## src/dnfe_pkg.sv

```systemverilog
package dnfe_pkg;

  // ==========================================================================
  // APB register map (byte addresses).
  localparam logic [7:0] ADDR_CFG_CTRL  = 8'h00;
  localparam logic [7:0] ADDR_STATUS    = 8'h04;
  localparam logic [7:0] ADDR_CUR_IP    = 8'h08;
  localparam logic [7:0] ADDR_NV_IP     = 8'h0C;
  localparam logic [7:0] ADDR_NV_MASK   = 8'h10;
  localparam logic [7:0] ADDR_NV_GW     = 8'h14;
  localparam logic [7:0] ADDR_EXP_CTRL  = 8'h18;
  localparam logic [7:0] ADDR_EXP_TGT   = 8'h1C;
  localparam logic [7:0] ADDR_ACT_IP    = 8'h20;
  localparam logic [7:0] ADDR_ACT_MASK  = 8'h24;
  localparam logic [7:0] ADDR_ACT_GW    = 8'h28;
  localparam logic [7:0] ADDR_MOTION    = 8'h2C;

  // ==========================================================================
  // Address switch codes and configuration-control values.
  localparam logic [6:0] SW_DHCP        = 7'h63;
  localparam logic [6:0] SW_BOOTP       = 7'h62;
  localparam logic [6:0] SW_STORED      = 7'h61;
  localparam logic [6:0] SW_FIX_MAX     = 7'h60;
  localparam logic [6:0] SW_USE_CFG     = 7'h00;
  localparam logic [1:0] CC_STORED      = 2'h0;
  localparam logic [1:0] CC_BOOTP       = 2'h1;
  localparam logic [1:0] CC_DHCP        = 2'h2;
  localparam logic [1:0] CC_RESET       = CC_DHCP;
  localparam logic [31:0] FIX_IP_BASE   = 32'hC0A80100;
  localparam logic [31:0] FIX_MASK      = 32'hFFFFFF00;
  localparam logic [31:0] ZERO_WORD     = 32'h00000000;

  // ==========================================================================
  // Control word bits.
  localparam int CW_MAN_FWD   = 0;
  localparam int CW_MAN_REV   = 1;
  localparam int CW_STROBE    = 2;
  localparam int CW_RELEASE   = 4;

  // ==========================================================================
  // Indicator timing.
  localparam int CLK_HZ        = 100_000_000;
  localparam int ACT_HZ        = 10;
  localparam int FLASH_HZ      = 1;
  localparam int MOTOR_HZ_X10  = 5;
  localparam int ACT_HALF      = CLK_HZ / (2 * ACT_HZ);
  localparam int FLASH_HALF    = CLK_HZ / (2 * FLASH_HZ);
  localparam int MOTOR_HALF    = (CLK_HZ * 10) / (2 * MOTOR_HZ_X10);

  typedef enum logic [1:0] {
    DNFE_SRC_STORED = 2'h0,
    DNFE_SRC_BOOTP  = 2'h1,
    DNFE_SRC_DHCP   = 2'h2,
    DNFE_SRC_FIXED  = 2'h3
  } dnfe_src_e;

  typedef enum logic [1:0] {
    DNFE_IDLE   = 2'b00,
    DNFE_POSRUN = 2'b01,
    DNFE_MANRUN = 2'b11
  } dnfe_run_e;

  typedef struct packed {
    logic [15:0] ctrl;
    logic [31:0] target;
  } dnfe_cmd_s;

  typedef struct packed {
    logic red;
    logic green;
  } dnfe_led_s;

endpackage : dnfe_pkg

```

## src/dnfe_top.sv

```systemverilog
`timescale 1ns/10ps
module dnfe_top
  import dnfe_pkg::*;
#(
  parameter int ACT_HALF_CYC   = ACT_HALF,
  parameter int FLASH_HALF_CYC = FLASH_HALF,
  parameter int MOTOR_HALF_CYC = MOTOR_HALF,
  parameter int NPORTS         = 2
) (
  input  wire logic              core_clk,
  input  wire logic              sys_rst,
  input  wire logic [7:0]        paddr,
  input  wire logic              psel,
  input  wire logic              penable,
  input  wire logic              pwrite,
  input  wire logic [31:0]       pwdata,
  output logic [31:0]            prdata,
  output logic                   pready,
  output logic                   pslverr,
  input  wire logic [6:0]        addr_switch,
  input  wire logic              cyc_valid,
  input  wire dnfe_cmd_s         cyc_cmd,
  input  wire logic              cyc_conn_active,
  input  wire logic [NPORTS-1:0] link_up,
  input  wire logic [NPORTS-1:0] port_traffic,
  input  wire logic              self_test,
  input  wire logic              minor_fault,
  input  wire logic              major_fault,
  input  wire logic              conn_timeout,
  input  wire logic              dup_address,
  input  wire logic              motor_supply_ok,
  input  wire logic              factory_state,
  output logic [NPORTS-1:0]      port_link_led,
  output logic [NPORTS-1:0]      port_activity_indicator,
  output dnfe_led_s              module_health_indicator,
  output dnfe_led_s              network_health_indicator,
  output logic                   motor_led,
  output dnfe_src_e              ip_source,
  output logic                   nv_save_pulse,
  output logic                   nv_cfg_write_pulse,
  output dnfe_run_e              run_state,
  output logic [31:0]            run_target,
  output logic                   target_update
);

  if (NPORTS < 1 || ACT_HALF_CYC < 1 || FLASH_HALF_CYC < 1 || MOTOR_HALF_CYC < 1) begin : g_bad
    $error("dnfe_top: bad parameter");
  end

  // ==========================================================================
  // Input synchronisers; switch, link, traffic and status pins pass two flip-flops before use.
  localparam int SYNC_W = 7 + 2 * NPORTS + 8;
  logic [SYNC_W-1:0] sync1_ff;
  logic [SYNC_W-1:0] sync2_ff;
  wire  [SYNC_W-1:0] pins = {addr_switch, link_up, port_traffic, self_test, minor_fault,
                             major_fault, conn_timeout, dup_address, motor_supply_ok,
                             factory_state, cyc_conn_active};
  always_ff @(posedge core_clk) begin
    sync1_ff <= pins;
    sync2_ff <= sync1_ff;
  end
  wire [6:0]        sw_s     = sync2_ff[SYNC_W-1 -: 7];
  wire [NPORTS-1:0] link_s   = sync2_ff[8+NPORTS +: NPORTS];
  wire [NPORTS-1:0] traf_s   = sync2_ff[8 +: NPORTS];
  wire              test_s   = sync2_ff[7];
  wire              minor_s  = sync2_ff[6];
  wire              major_s  = sync2_ff[5];
  wire              tmo_s    = sync2_ff[4];
  wire              dup_s    = sync2_ff[3];
  wire              motok_s  = sync2_ff[2];
  wire              fact_s   = sync2_ff[1];
  wire              conn_s   = sync2_ff[0];

  // ==========================================================================
  // Registers reached over APB. Stored values stand in for the EEPROM image.
  logic [1:0]  cfg_ctrl_ff = CC_RESET;
  logic [31:0] nv_ip_ff = 32'h0;
  logic [31:0] nv_mask_ff = 32'h0;
  logic [31:0] nv_gw_ff = 32'h0;
  logic [31:0] cur_ip_ff;
  logic [15:0] exp_ctrl_ff;
  logic [31:0] exp_tgt_ff;
  logic [31:0] act_ip_ff;
  logic [31:0] act_mask_ff;
  logic [31:0] act_gw_ff;
  logic        sampled_ff;
  logic [6:0]  last_sw_ff;
  logic        exp_go_ff;

  // Zero-wait slave: every access completes in its first access cycle.
  wire wr_acc = psel & penable & pwrite;
  wire rd_hit = (paddr == ADDR_CFG_CTRL) | (paddr == ADDR_STATUS) | (paddr == ADDR_CUR_IP) |
                (paddr == ADDR_NV_IP) | (paddr == ADDR_NV_MASK) | (paddr == ADDR_NV_GW) |
                (paddr == ADDR_EXP_CTRL) | (paddr == ADDR_EXP_TGT) | (paddr == ADDR_ACT_IP) |
                (paddr == ADDR_ACT_MASK) | (paddr == ADDR_ACT_GW) | (paddr == ADDR_MOTION);
  wire wr_cfg = wr_acc & (paddr == ADDR_CFG_CTRL);
  wire wr_cur = wr_acc & (paddr == ADDR_CUR_IP);
  wire wr_nip = wr_acc & (paddr == ADDR_NV_IP);
  wire wr_nmk = wr_acc & (paddr == ADDR_NV_MASK);
  wire wr_ngw = wr_acc & (paddr == ADDR_NV_GW);
  // Explicit control-word writes are ignored while a cyclic connection runs.
  wire wr_ecw = wr_acc & (paddr == ADDR_EXP_CTRL) & ~conn_s;
  wire wr_etg = wr_acc & (paddr == ADDR_EXP_TGT) & ~conn_s;
  assign pready  = 1'b1;
  assign pslverr = psel & penable & ~rd_hit;

  // Read data comes from a flop updated on the setup cycle.
  logic [31:0] rd_mux;
  always_comb begin
    case (paddr)
      ADDR_CFG_CTRL: rd_mux = {30'h0, cfg_ctrl_ff};
      ADDR_STATUS:   rd_mux = {27'h0, conn_s, ip_source, sampled_ff, major_s};
      ADDR_CUR_IP:   rd_mux = cur_ip_ff;
      ADDR_NV_IP:    rd_mux = nv_ip_ff;
      ADDR_NV_MASK:  rd_mux = nv_mask_ff;
      ADDR_NV_GW:    rd_mux = nv_gw_ff;
      ADDR_EXP_CTRL: rd_mux = {16'h0, exp_ctrl_ff};
      ADDR_EXP_TGT:  rd_mux = exp_tgt_ff;
      ADDR_ACT_IP:   rd_mux = act_ip_ff;
      ADDR_ACT_MASK: rd_mux = act_mask_ff;
      ADDR_ACT_GW:   rd_mux = act_gw_ff;
      ADDR_MOTION:   rd_mux = {30'h0, run_state};
      default:       rd_mux = ZERO_WORD;
    endcase
  end
  always_ff @(posedge core_clk) begin
    if (sys_rst) begin
      prdata <= 32'h0;
    end else if (psel & ~penable) begin
      prdata <= rd_mux;
    end
  end

  // ==========================================================================
  // Address source, sampled once after reset release from the synced switches.
  wire sw_fixed = (sw_s != SW_USE_CFG) && (sw_s <= SW_FIX_MAX);
  dnfe_src_e src_pick;
  always_comb begin
    if (sw_s == SW_DHCP) begin
      src_pick = DNFE_SRC_DHCP;
    end else if (sw_s == SW_BOOTP) begin
      src_pick = DNFE_SRC_BOOTP;
    end else if (sw_s == SW_STORED) begin
      src_pick = DNFE_SRC_STORED;
    end else if (sw_fixed) begin
      src_pick = DNFE_SRC_FIXED;
    end else if (cfg_ctrl_ff == CC_BOOTP) begin
      src_pick = DNFE_SRC_BOOTP;
    end else if (cfg_ctrl_ff == CC_STORED) begin
      src_pick = DNFE_SRC_STORED;
    end else begin
      src_pick = DNFE_SRC_DHCP;
    end
  end

  // The sync chain needs two edges to fill, so sampling waits on a short delay.
  logic [1:0] boot_cnt_ff;
  wire        boot_take = (boot_cnt_ff == 2'h3) & ~sampled_ff;
  wire        sw_to_97  = sampled_ff & (sw_s == SW_STORED) & (last_sw_ff != SW_STORED);
  wire        save_now  = sw_to_97 | (wr_cfg & (pwdata[1:0] == CC_STORED));
  always_ff @(posedge core_clk) begin
    if (sys_rst) begin
      boot_cnt_ff <= 2'h0;
      sampled_ff  <= 1'b0;
      ip_source   <= DNFE_SRC_DHCP;
      last_sw_ff  <= SW_USE_CFG;
      act_ip_ff   <= 32'h0;
      act_mask_ff <= 32'h0;
      act_gw_ff   <= 32'h0;
    end else begin
      boot_cnt_ff <= (boot_cnt_ff == 2'h3) ? boot_cnt_ff : boot_cnt_ff + 2'h1;
      last_sw_ff  <= sw_s;
      if (boot_take) begin
        sampled_ff <= 1'b1;
        ip_source  <= src_pick;
        if (src_pick == DNFE_SRC_FIXED) begin
          act_ip_ff   <= FIX_IP_BASE | {25'h0, sw_s};
          act_mask_ff <= FIX_MASK;
          act_gw_ff   <= ZERO_WORD;
        end else if (src_pick == DNFE_SRC_STORED) begin
          // A zero stored word is skipped and the field stays unset.
          if (nv_ip_ff != ZERO_WORD) act_ip_ff <= nv_ip_ff;
          if (nv_mask_ff != ZERO_WORD) act_mask_ff <= nv_mask_ff;
          if (nv_gw_ff != ZERO_WORD) act_gw_ff <= nv_gw_ff;
        end
      end
    end
  end

  // Stored image: kept through sys_rst, power-on values set at declaration.
  always_ff @(posedge core_clk) begin
    if (wr_cfg) cfg_ctrl_ff <= pwdata[1:0];
    if (save_now) begin
      nv_ip_ff <= cur_ip_ff;
    end else if (wr_nip) begin
      nv_ip_ff <= pwdata;
    end
    if (wr_nmk) nv_mask_ff <= pwdata;
    if (wr_ngw) nv_gw_ff <= pwdata;
  end
  always_ff @(posedge core_clk) begin
    if (sys_rst) begin
      cur_ip_ff          <= 32'h0;
      nv_save_pulse      <= 1'b0;
      nv_cfg_write_pulse <= 1'b0;
    end else begin
      if (wr_cur) cur_ip_ff <= pwdata;
      else if (boot_take & (src_pick == DNFE_SRC_FIXED)) cur_ip_ff <= FIX_IP_BASE | {25'h0, sw_s};
      nv_save_pulse      <= save_now;
      nv_cfg_write_pulse <= wr_cfg;
    end
  end

  // ==========================================================================
  // Command interpreter: one control word per cyclic frame or explicit write.
  always_ff @(posedge core_clk) begin
    if (sys_rst) begin
      exp_ctrl_ff <= 16'h0;
      exp_tgt_ff  <= 32'h0;
      exp_go_ff   <= 1'b0;
    end else begin
      if (wr_etg) exp_tgt_ff <= pwdata;
      if (wr_ecw) exp_ctrl_ff <= pwdata[15:0];
      exp_go_ff <= wr_ecw;
    end
  end
  wire        cyc_go  = cyc_valid & conn_s;
  wire        cmd_go  = cyc_go | exp_go_ff;
  wire [15:0] cw      = cyc_go ? cyc_cmd.ctrl : exp_ctrl_ff;
  wire [31:0] tgt     = cyc_go ? cyc_cmd.target : exp_tgt_ff;
  wire        rel     = cw[CW_RELEASE];
  // Explicit path has no strobe bit: its own write supplies the target.
  wire        tk_tgt  = cyc_go ? cw[CW_STROBE] : 1'b1;
  wire        man     = cw[CW_MAN_FWD] | cw[CW_MAN_REV];
  logic       pend_ff;

  always_ff @(posedge core_clk) begin
    if (sys_rst) begin
      run_state     <= DNFE_IDLE;
      run_target    <= 32'h0;
      target_update <= 1'b0;
      pend_ff       <= 1'b0;
    end else begin
      target_update <= 1'b0;
      if (cmd_go) begin
        if (tk_tgt & ~man) begin
          run_target    <= tgt;
          target_update <= 1'b1;
          pend_ff       <= 1'b1;
        end
        if (~rel) begin
          run_state <= DNFE_IDLE;
        end else if (man) begin
          run_state <= DNFE_MANRUN;
        end else if (tk_tgt | pend_ff) begin
          run_state <= DNFE_POSRUN;
          pend_ff   <= 1'b0;
        end else if (run_state == DNFE_MANRUN) begin
          run_state <= DNFE_IDLE;
        end else begin
          run_state <= run_state;
        end
      end
    end
  end

  // ==========================================================================
  // Blink timebases: one free counter per rate keeps the LEDs in step.
  logic [31:0] act_cnt_ff;
  logic [31:0] fl_cnt_ff;
  logic [31:0] mot_cnt_ff;
  logic        act_ph_ff;
  logic        fl_ph_ff;
  logic        mot_ph_ff;
  always_ff @(posedge core_clk) begin
    if (sys_rst) begin
      act_cnt_ff <= 32'h0;
      fl_cnt_ff  <= 32'h0;
      mot_cnt_ff <= 32'h0;
      act_ph_ff  <= 1'b0;
      fl_ph_ff   <= 1'b0;
      mot_ph_ff  <= 1'b0;
    end else begin
      act_cnt_ff <= (act_cnt_ff == 32'(ACT_HALF_CYC - 1)) ? 32'h0 : act_cnt_ff + 32'h1;
      fl_cnt_ff  <= (fl_cnt_ff == 32'(FLASH_HALF_CYC - 1)) ? 32'h0 : fl_cnt_ff + 32'h1;
      mot_cnt_ff <= (mot_cnt_ff == 32'(MOTOR_HALF_CYC - 1)) ? 32'h0 : mot_cnt_ff + 32'h1;
      if (act_cnt_ff == 32'(ACT_HALF_CYC - 1)) act_ph_ff <= ~act_ph_ff;
      if (fl_cnt_ff == 32'(FLASH_HALF_CYC - 1)) fl_ph_ff <= ~fl_ph_ff;
      if (mot_cnt_ff == 32'(MOTOR_HALF_CYC - 1)) mot_ph_ff <= ~mot_ph_ff;
    end
  end

  // ==========================================================================
  // Indicator decode; outputs are registered so they never glitch.
  wire have_ip = sampled_ff & (act_ip_ff != ZERO_WORD);
  dnfe_led_s ms_nxt;
  dnfe_led_s ns_nxt;
  always_comb begin
    if (test_s)           ms_nxt = '{red: fl_ph_ff, green: ~fl_ph_ff};
    else if (major_s)     ms_nxt = '{red: 1'b1, green: 1'b0};
    else if (minor_s)     ms_nxt = '{red: fl_ph_ff, green: 1'b0};
    else if (~have_ip)    ms_nxt = '{red: 1'b0, green: fl_ph_ff};
    else                  ms_nxt = '{red: 1'b0, green: 1'b1};
    if (test_s)           ns_nxt = '{red: fl_ph_ff, green: ~fl_ph_ff};
    else if (~have_ip)    ns_nxt = '{red: 1'b0, green: 1'b0};
    else if (dup_s)       ns_nxt = '{red: 1'b1, green: 1'b0};
    else if (tmo_s)       ns_nxt = '{red: fl_ph_ff, green: 1'b0};
    else if (~conn_s)     ns_nxt = '{red: 1'b0, green: fl_ph_ff};
    else                  ns_nxt = '{red: 1'b0, green: 1'b1};
  end
  always_ff @(posedge core_clk) begin
    if (sys_rst) begin
      port_link_led            <= '0;
      port_activity_indicator  <= '0;
      module_health_indicator  <= '0;
      network_health_indicator <= '0;
      motor_led                <= 1'b0;
    end else begin
      port_link_led            <= link_s;
      port_activity_indicator  <= link_s & traf_s & {NPORTS{act_ph_ff}};
      module_health_indicator  <= ms_nxt;
      network_health_indicator <= ns_nxt;
      motor_led                <= motok_s & (~fact_s | mot_ph_ff);
    end
  end

endmodule : dnfe_top

```

## config.mk

```make
export PLATFORM = sky130hd
export DESIGN_NAME = dnfe_top
export DESIGN_NICKNAME = d
export VERILOG_FILES = /design/src/dnfe_pkg.sv /design/src/dnfe_top.sv
export SDC_FILE = /design/constraint.sdc
export NUM_CORES = 1
export LEC_CHECK = 0
export ABC_AREA = 1
export BUFFER_PORTS_ARGS = -buffer_cell sky130_fd_sc_hd__buf_2
export CORE_MARGIN = 2
export CORE_UTILIZATION = 60
export CTS_CLUSTER_DIAMETER = 200
export DETAILED_ROUTE_END_ITERATION = 8
export PLACE_DENSITY = 0.8
export SYNTH_ARGS = -nofsm -noshare
export SYNTH_HDL_FRONTEND = slang
export SYNTH_SLANG_ARGS = --single-unit
```

## constraint.sdc

```tcl
create_clock -name core_clk -period 4.8 [get_ports core_clk]
set_clock_uncertainty 0.05 [all_clocks]
set_input_delay 0.96 -clock core_clk [delete_from_list [all_inputs] [get_ports core_clk]]
set_output_delay 0.96 -clock core_clk [all_outputs]
set_load 0.03 [all_outputs]
```

==> flow_metrics.env <==
export IMPL_status="completed"
export IMPL_ant_nets=0
export IMPL_die_h_um=202
export IMPL_syn_to_final_growth_pct=11.7
export IMPL_hold_slack_ns=0.273
export IMPL_cts_sinks=503
export IMPL_post_place_cells=3800
export IMPL_crit_family="simple AND/OR/NAND/NOR gates"
export IMPL_max_slew_margin_rel=0.259
export IMPL_synthTopCellsByArea="dfxtp_1 (34%), edfxtp_1 (13%), nand2_1 (12%)"
export IMPL_synth_warnings=0
export IMPL_synth_area_um2=23500
export IMPL_cp_common_cell="nand2_1"
export IMPL_syn_avg_cell_area_um2=7.26
export IMPL_fp_row_count=72
export IMPL_intPower_mw=7.16
export IMPL_dieArea_um2=40800
export IMPL_fp_dieW_um=202
export IMPL_drt_total_wl_um=74000
export IMPL_p_per_area_nw_per_um2=361
export IMPL_ys_seq_area_frac=0.470
export IMPL_grt_pass1_wl_um=116000
export IMPL_async_flop_share=0
export IMPL_worstPathArrival_ns=4.15
export IMPL_period_minus_slack_ns=3.67
export IMPL_syn_inst=3238
export IMPL_vias=22700
export IMPL_crit_slowest_cell="nand4_2"
export IMPL_cts_buffers=53
export IMPL_dp_slack_ns=1.25
export IMPL_h_tree_depth=2
export IMPL_synth_largest_area_cell="dfxtp_1"
export IMPL_layout_drive_gt1_share=0.111
export IMPL_final_area_um2=26300
export IMPL_p_sw_frac=0.244
export IMPL_dr_pass1_iters=7
export IMPL_core_area_um2=38600
export IMPL_post_cts_buffers=0
export IMPL_nFillCells=3352
export IMPL_fin_crit_sh=0.765
export IMPL_crit_chain="nand2_1 -> nor2_1 -> nand4_1 -> nand2_1 -> nand2_1 -> nand2_1 -> inv_1 -> ha_1 -> buf_4 -> nor2_1 -> nand3_1 -> nor2_1 -> nand4_2 -> buf_4 -> nand3_1 -> nand2_1 -> nor2_1"
export IMPL_post_drt_wl_per_cell_um=19.0
export IMPL_cp_start_kind="register"
export IMPL_cts_tree="built"
export IMPL_tns_ns=0
export IMPL_cp_data_required_time_ns=5.27
export IMPL_r2r_slack_ns=1.13
export IMPL_finalSetupViolCount=0
export IMPL_hold_violations=0
export IMPL_post_cts_resized=0
export IMPL_critPathKind="register to register"
export IMPL_via_per_inst=5.82
export IMPL_synth_edf_count=98
export IMPL_synthFlopType="dfxtp_1"
export IMPL_grt_pass1_vias=21400
export IMPL_slew_viol_final=0
export IMPL_worstPathMaxFanout=31
export IMPL_worst_slack_ns=1.13
export IMPL_fin_util=0.680
export IMPL_cp_end_kind="register"
export IMPL_fin_nets=3455
export IMPL_grtUsageTotal=0.360
export IMPL_insertedDiodeCount=0
export IMPL_ys_types=49
export IMPL_postCtsHoldBufs=0
export IMPL_dp_hpwl_um=50800
export IMPL_fmax_mhz=272
export IMPL_maxCapViolations=0
export IMPL_synth_seq_cells=503
export IMPL_max_stage_delay_ns=0.66
export IMPL_synth_top_area_frac=0.345
export IMPL_layout_cells_non_filler=3897
export IMPL_post_synth_top_count_cell="nand2_1"
export IMPL_insertion_delay_ns=0.62
export IMPL_num_io_pins=195
export IMPL_p_clk_frac=0.446
export IMPL_antenna_found_initial=1
export IMPL_io_buffers=181
export IMPL_switchingPower_mw=2.31
export IMPL_yosys_top_cells_count="nand2_1 (734), nor2_1 (453), dfxtp_1 (405)"
export IMPL_start_util=0.608
export IMPL_leakagePower_nw=10.3
export IMPL_drc_errors=0
export IMPL_syn_num_nets=3356
export IMPL_total_power_mw=9.47
export IMPL_irDropWorstVdd_mv=0.295
export IMPL_placed_area_um2=24500
export IMPL_initialDrtViolationCount=2711
export IMPL_min_path_type="register to register"
export IMPL_clockBufferDepth=3
export IMPL_finalWeightedCongestion=1.01
export IMPL_overflow=0
export IMPL_cts_clk_slew_worst_paths_ns=0.06
export IMPL_power_share_sequential=0.477
export IMPL_rsz0062_at_grt="no"
export IMPL_combPwrFrac=0.077
export IMPL_worstMarginPinSlew_ns=1.11
export IMPL_critical_path_buf_inv_count=3
export IMPL_root_buffer="clkbuf_16"
export IMPL_grt_max_degree=161
-- power groups by stage --
stage	Clock (mW)	Sequential, mW	Combinational (mW)
floorplan	0	4.63	0.446
global placement	0	4.60	0.690
detailed placement	0	4.60	0.710
CTS	4.25	4.51	0.714
global route	4.43	4.53	0.798
finish	4.23	4.51	0.731
-- registers in the layout, indices dropped and copies added (netlist names), 7 cells and up --
signal / flops
run_target: 32
act_gw_ff: 32
exp_ctrl_ff: 16
cur_ip_ff: 32
act_cnt_ff: 32
sync1_ff: 19
nv_ip_ff: 32
nv_mask_ff: 32
last_sw_ff: 7
exp_tgt_ff: 32
fl_cnt_ff: 32
mot_cnt_ff: 32
act_mask_ff: 32
sync2_ff: 19
prdata: 32
act_ip_ff: 32
nv_gw_ff: 32
-- cell usage in the layout, fill, tap and decap left out, drive strengths merged, types with 16 or more instances in the layout --
master,count
xor2,21
dfxtp,405
clkbuf,82
a21oi,275
nor3,62
nand4,48
nand3,391
buf,219
nand2,746
o21ai,198
edfxtp,98
or2,16
inv,285
nor2,470
-- final timing paths --
kind,start,to,cells past startpoint
worst max-delay path,sync2_ff[18],act_ip_ff[5],17
worst min-delay path,sync1_ff[2],sync2_ff[2],0
worst max register to register,sync2_ff[18],act_ip_ff[5],17
worst min register to register,sync1_ff[2],sync2_ff[2],0
-- kinds of logic (layout without fill, tap and decap cells) --
family / count (synthesis) / count (layout) / share of synthesized area
muxes: 5 / 5 / 0.00213
DFF: 503 / 503 / 0.470
other: 1 / 1 / 0.000160
and+or+nand+nor: 1750 / 1750 / 0.321
buffers and inverters: 460 / 601 / 0.0875
adders and majority gates: 5 / 5 / 0.00266
AOI/OAI and AO/OA: 482 / 482 / 0.104
xor gates and xnor gates: 32 / 32 / 0.0119
-- worst register-to-register path, cell delays in order (launching register included) --
cell,delay [ns]
dfxtp_1,0.43
nand2_1,0.10
nor2_1,0.17
nand4_1,0.16
nand2_1,0.11
nand2_1,0.05
nand2_1,0.08
inv_1,0.05
ha_1,0.27
buf_4,0.21
nor2_1,0.15
nand3_1,0.14
nor2_1,0.14
nand4_2,0.66
buf_4,0.50
nand3_1,0.13
nand2_1,0.06
nor2_1,0.11
-- cell type report --
| class | instances | area, µm² | area share |
|---|---|---|---|
| tap | 518 | 648 | 0.0247 |
| multi-input combinational | 2275 | 10400 | 0.397 |
| timing repair buffer | 219 | 1270 | 0.0482 |
| clock inverter | 15 | 181 | 0.00691 |
| clock buffer | 82 | 1630 | 0.0620 |
| inverter | 285 | 1070 | 0.0408 |
| sequential | 503 | 11100 | 0.421 |
-- metal layers --
metal | track usage | up-vias | wire [µm]
li1 | - | 10700 | -
met1 | 0.495 | 10300 | 30000
met2 | 0.538 | 1381 | 31300
met3 | 0.101 | 223 | 9780
met4 | 0.142 | 0 | 3030
met5 | 0 | - | 0
Note: power is estimated with default switching activity, not from simulation.
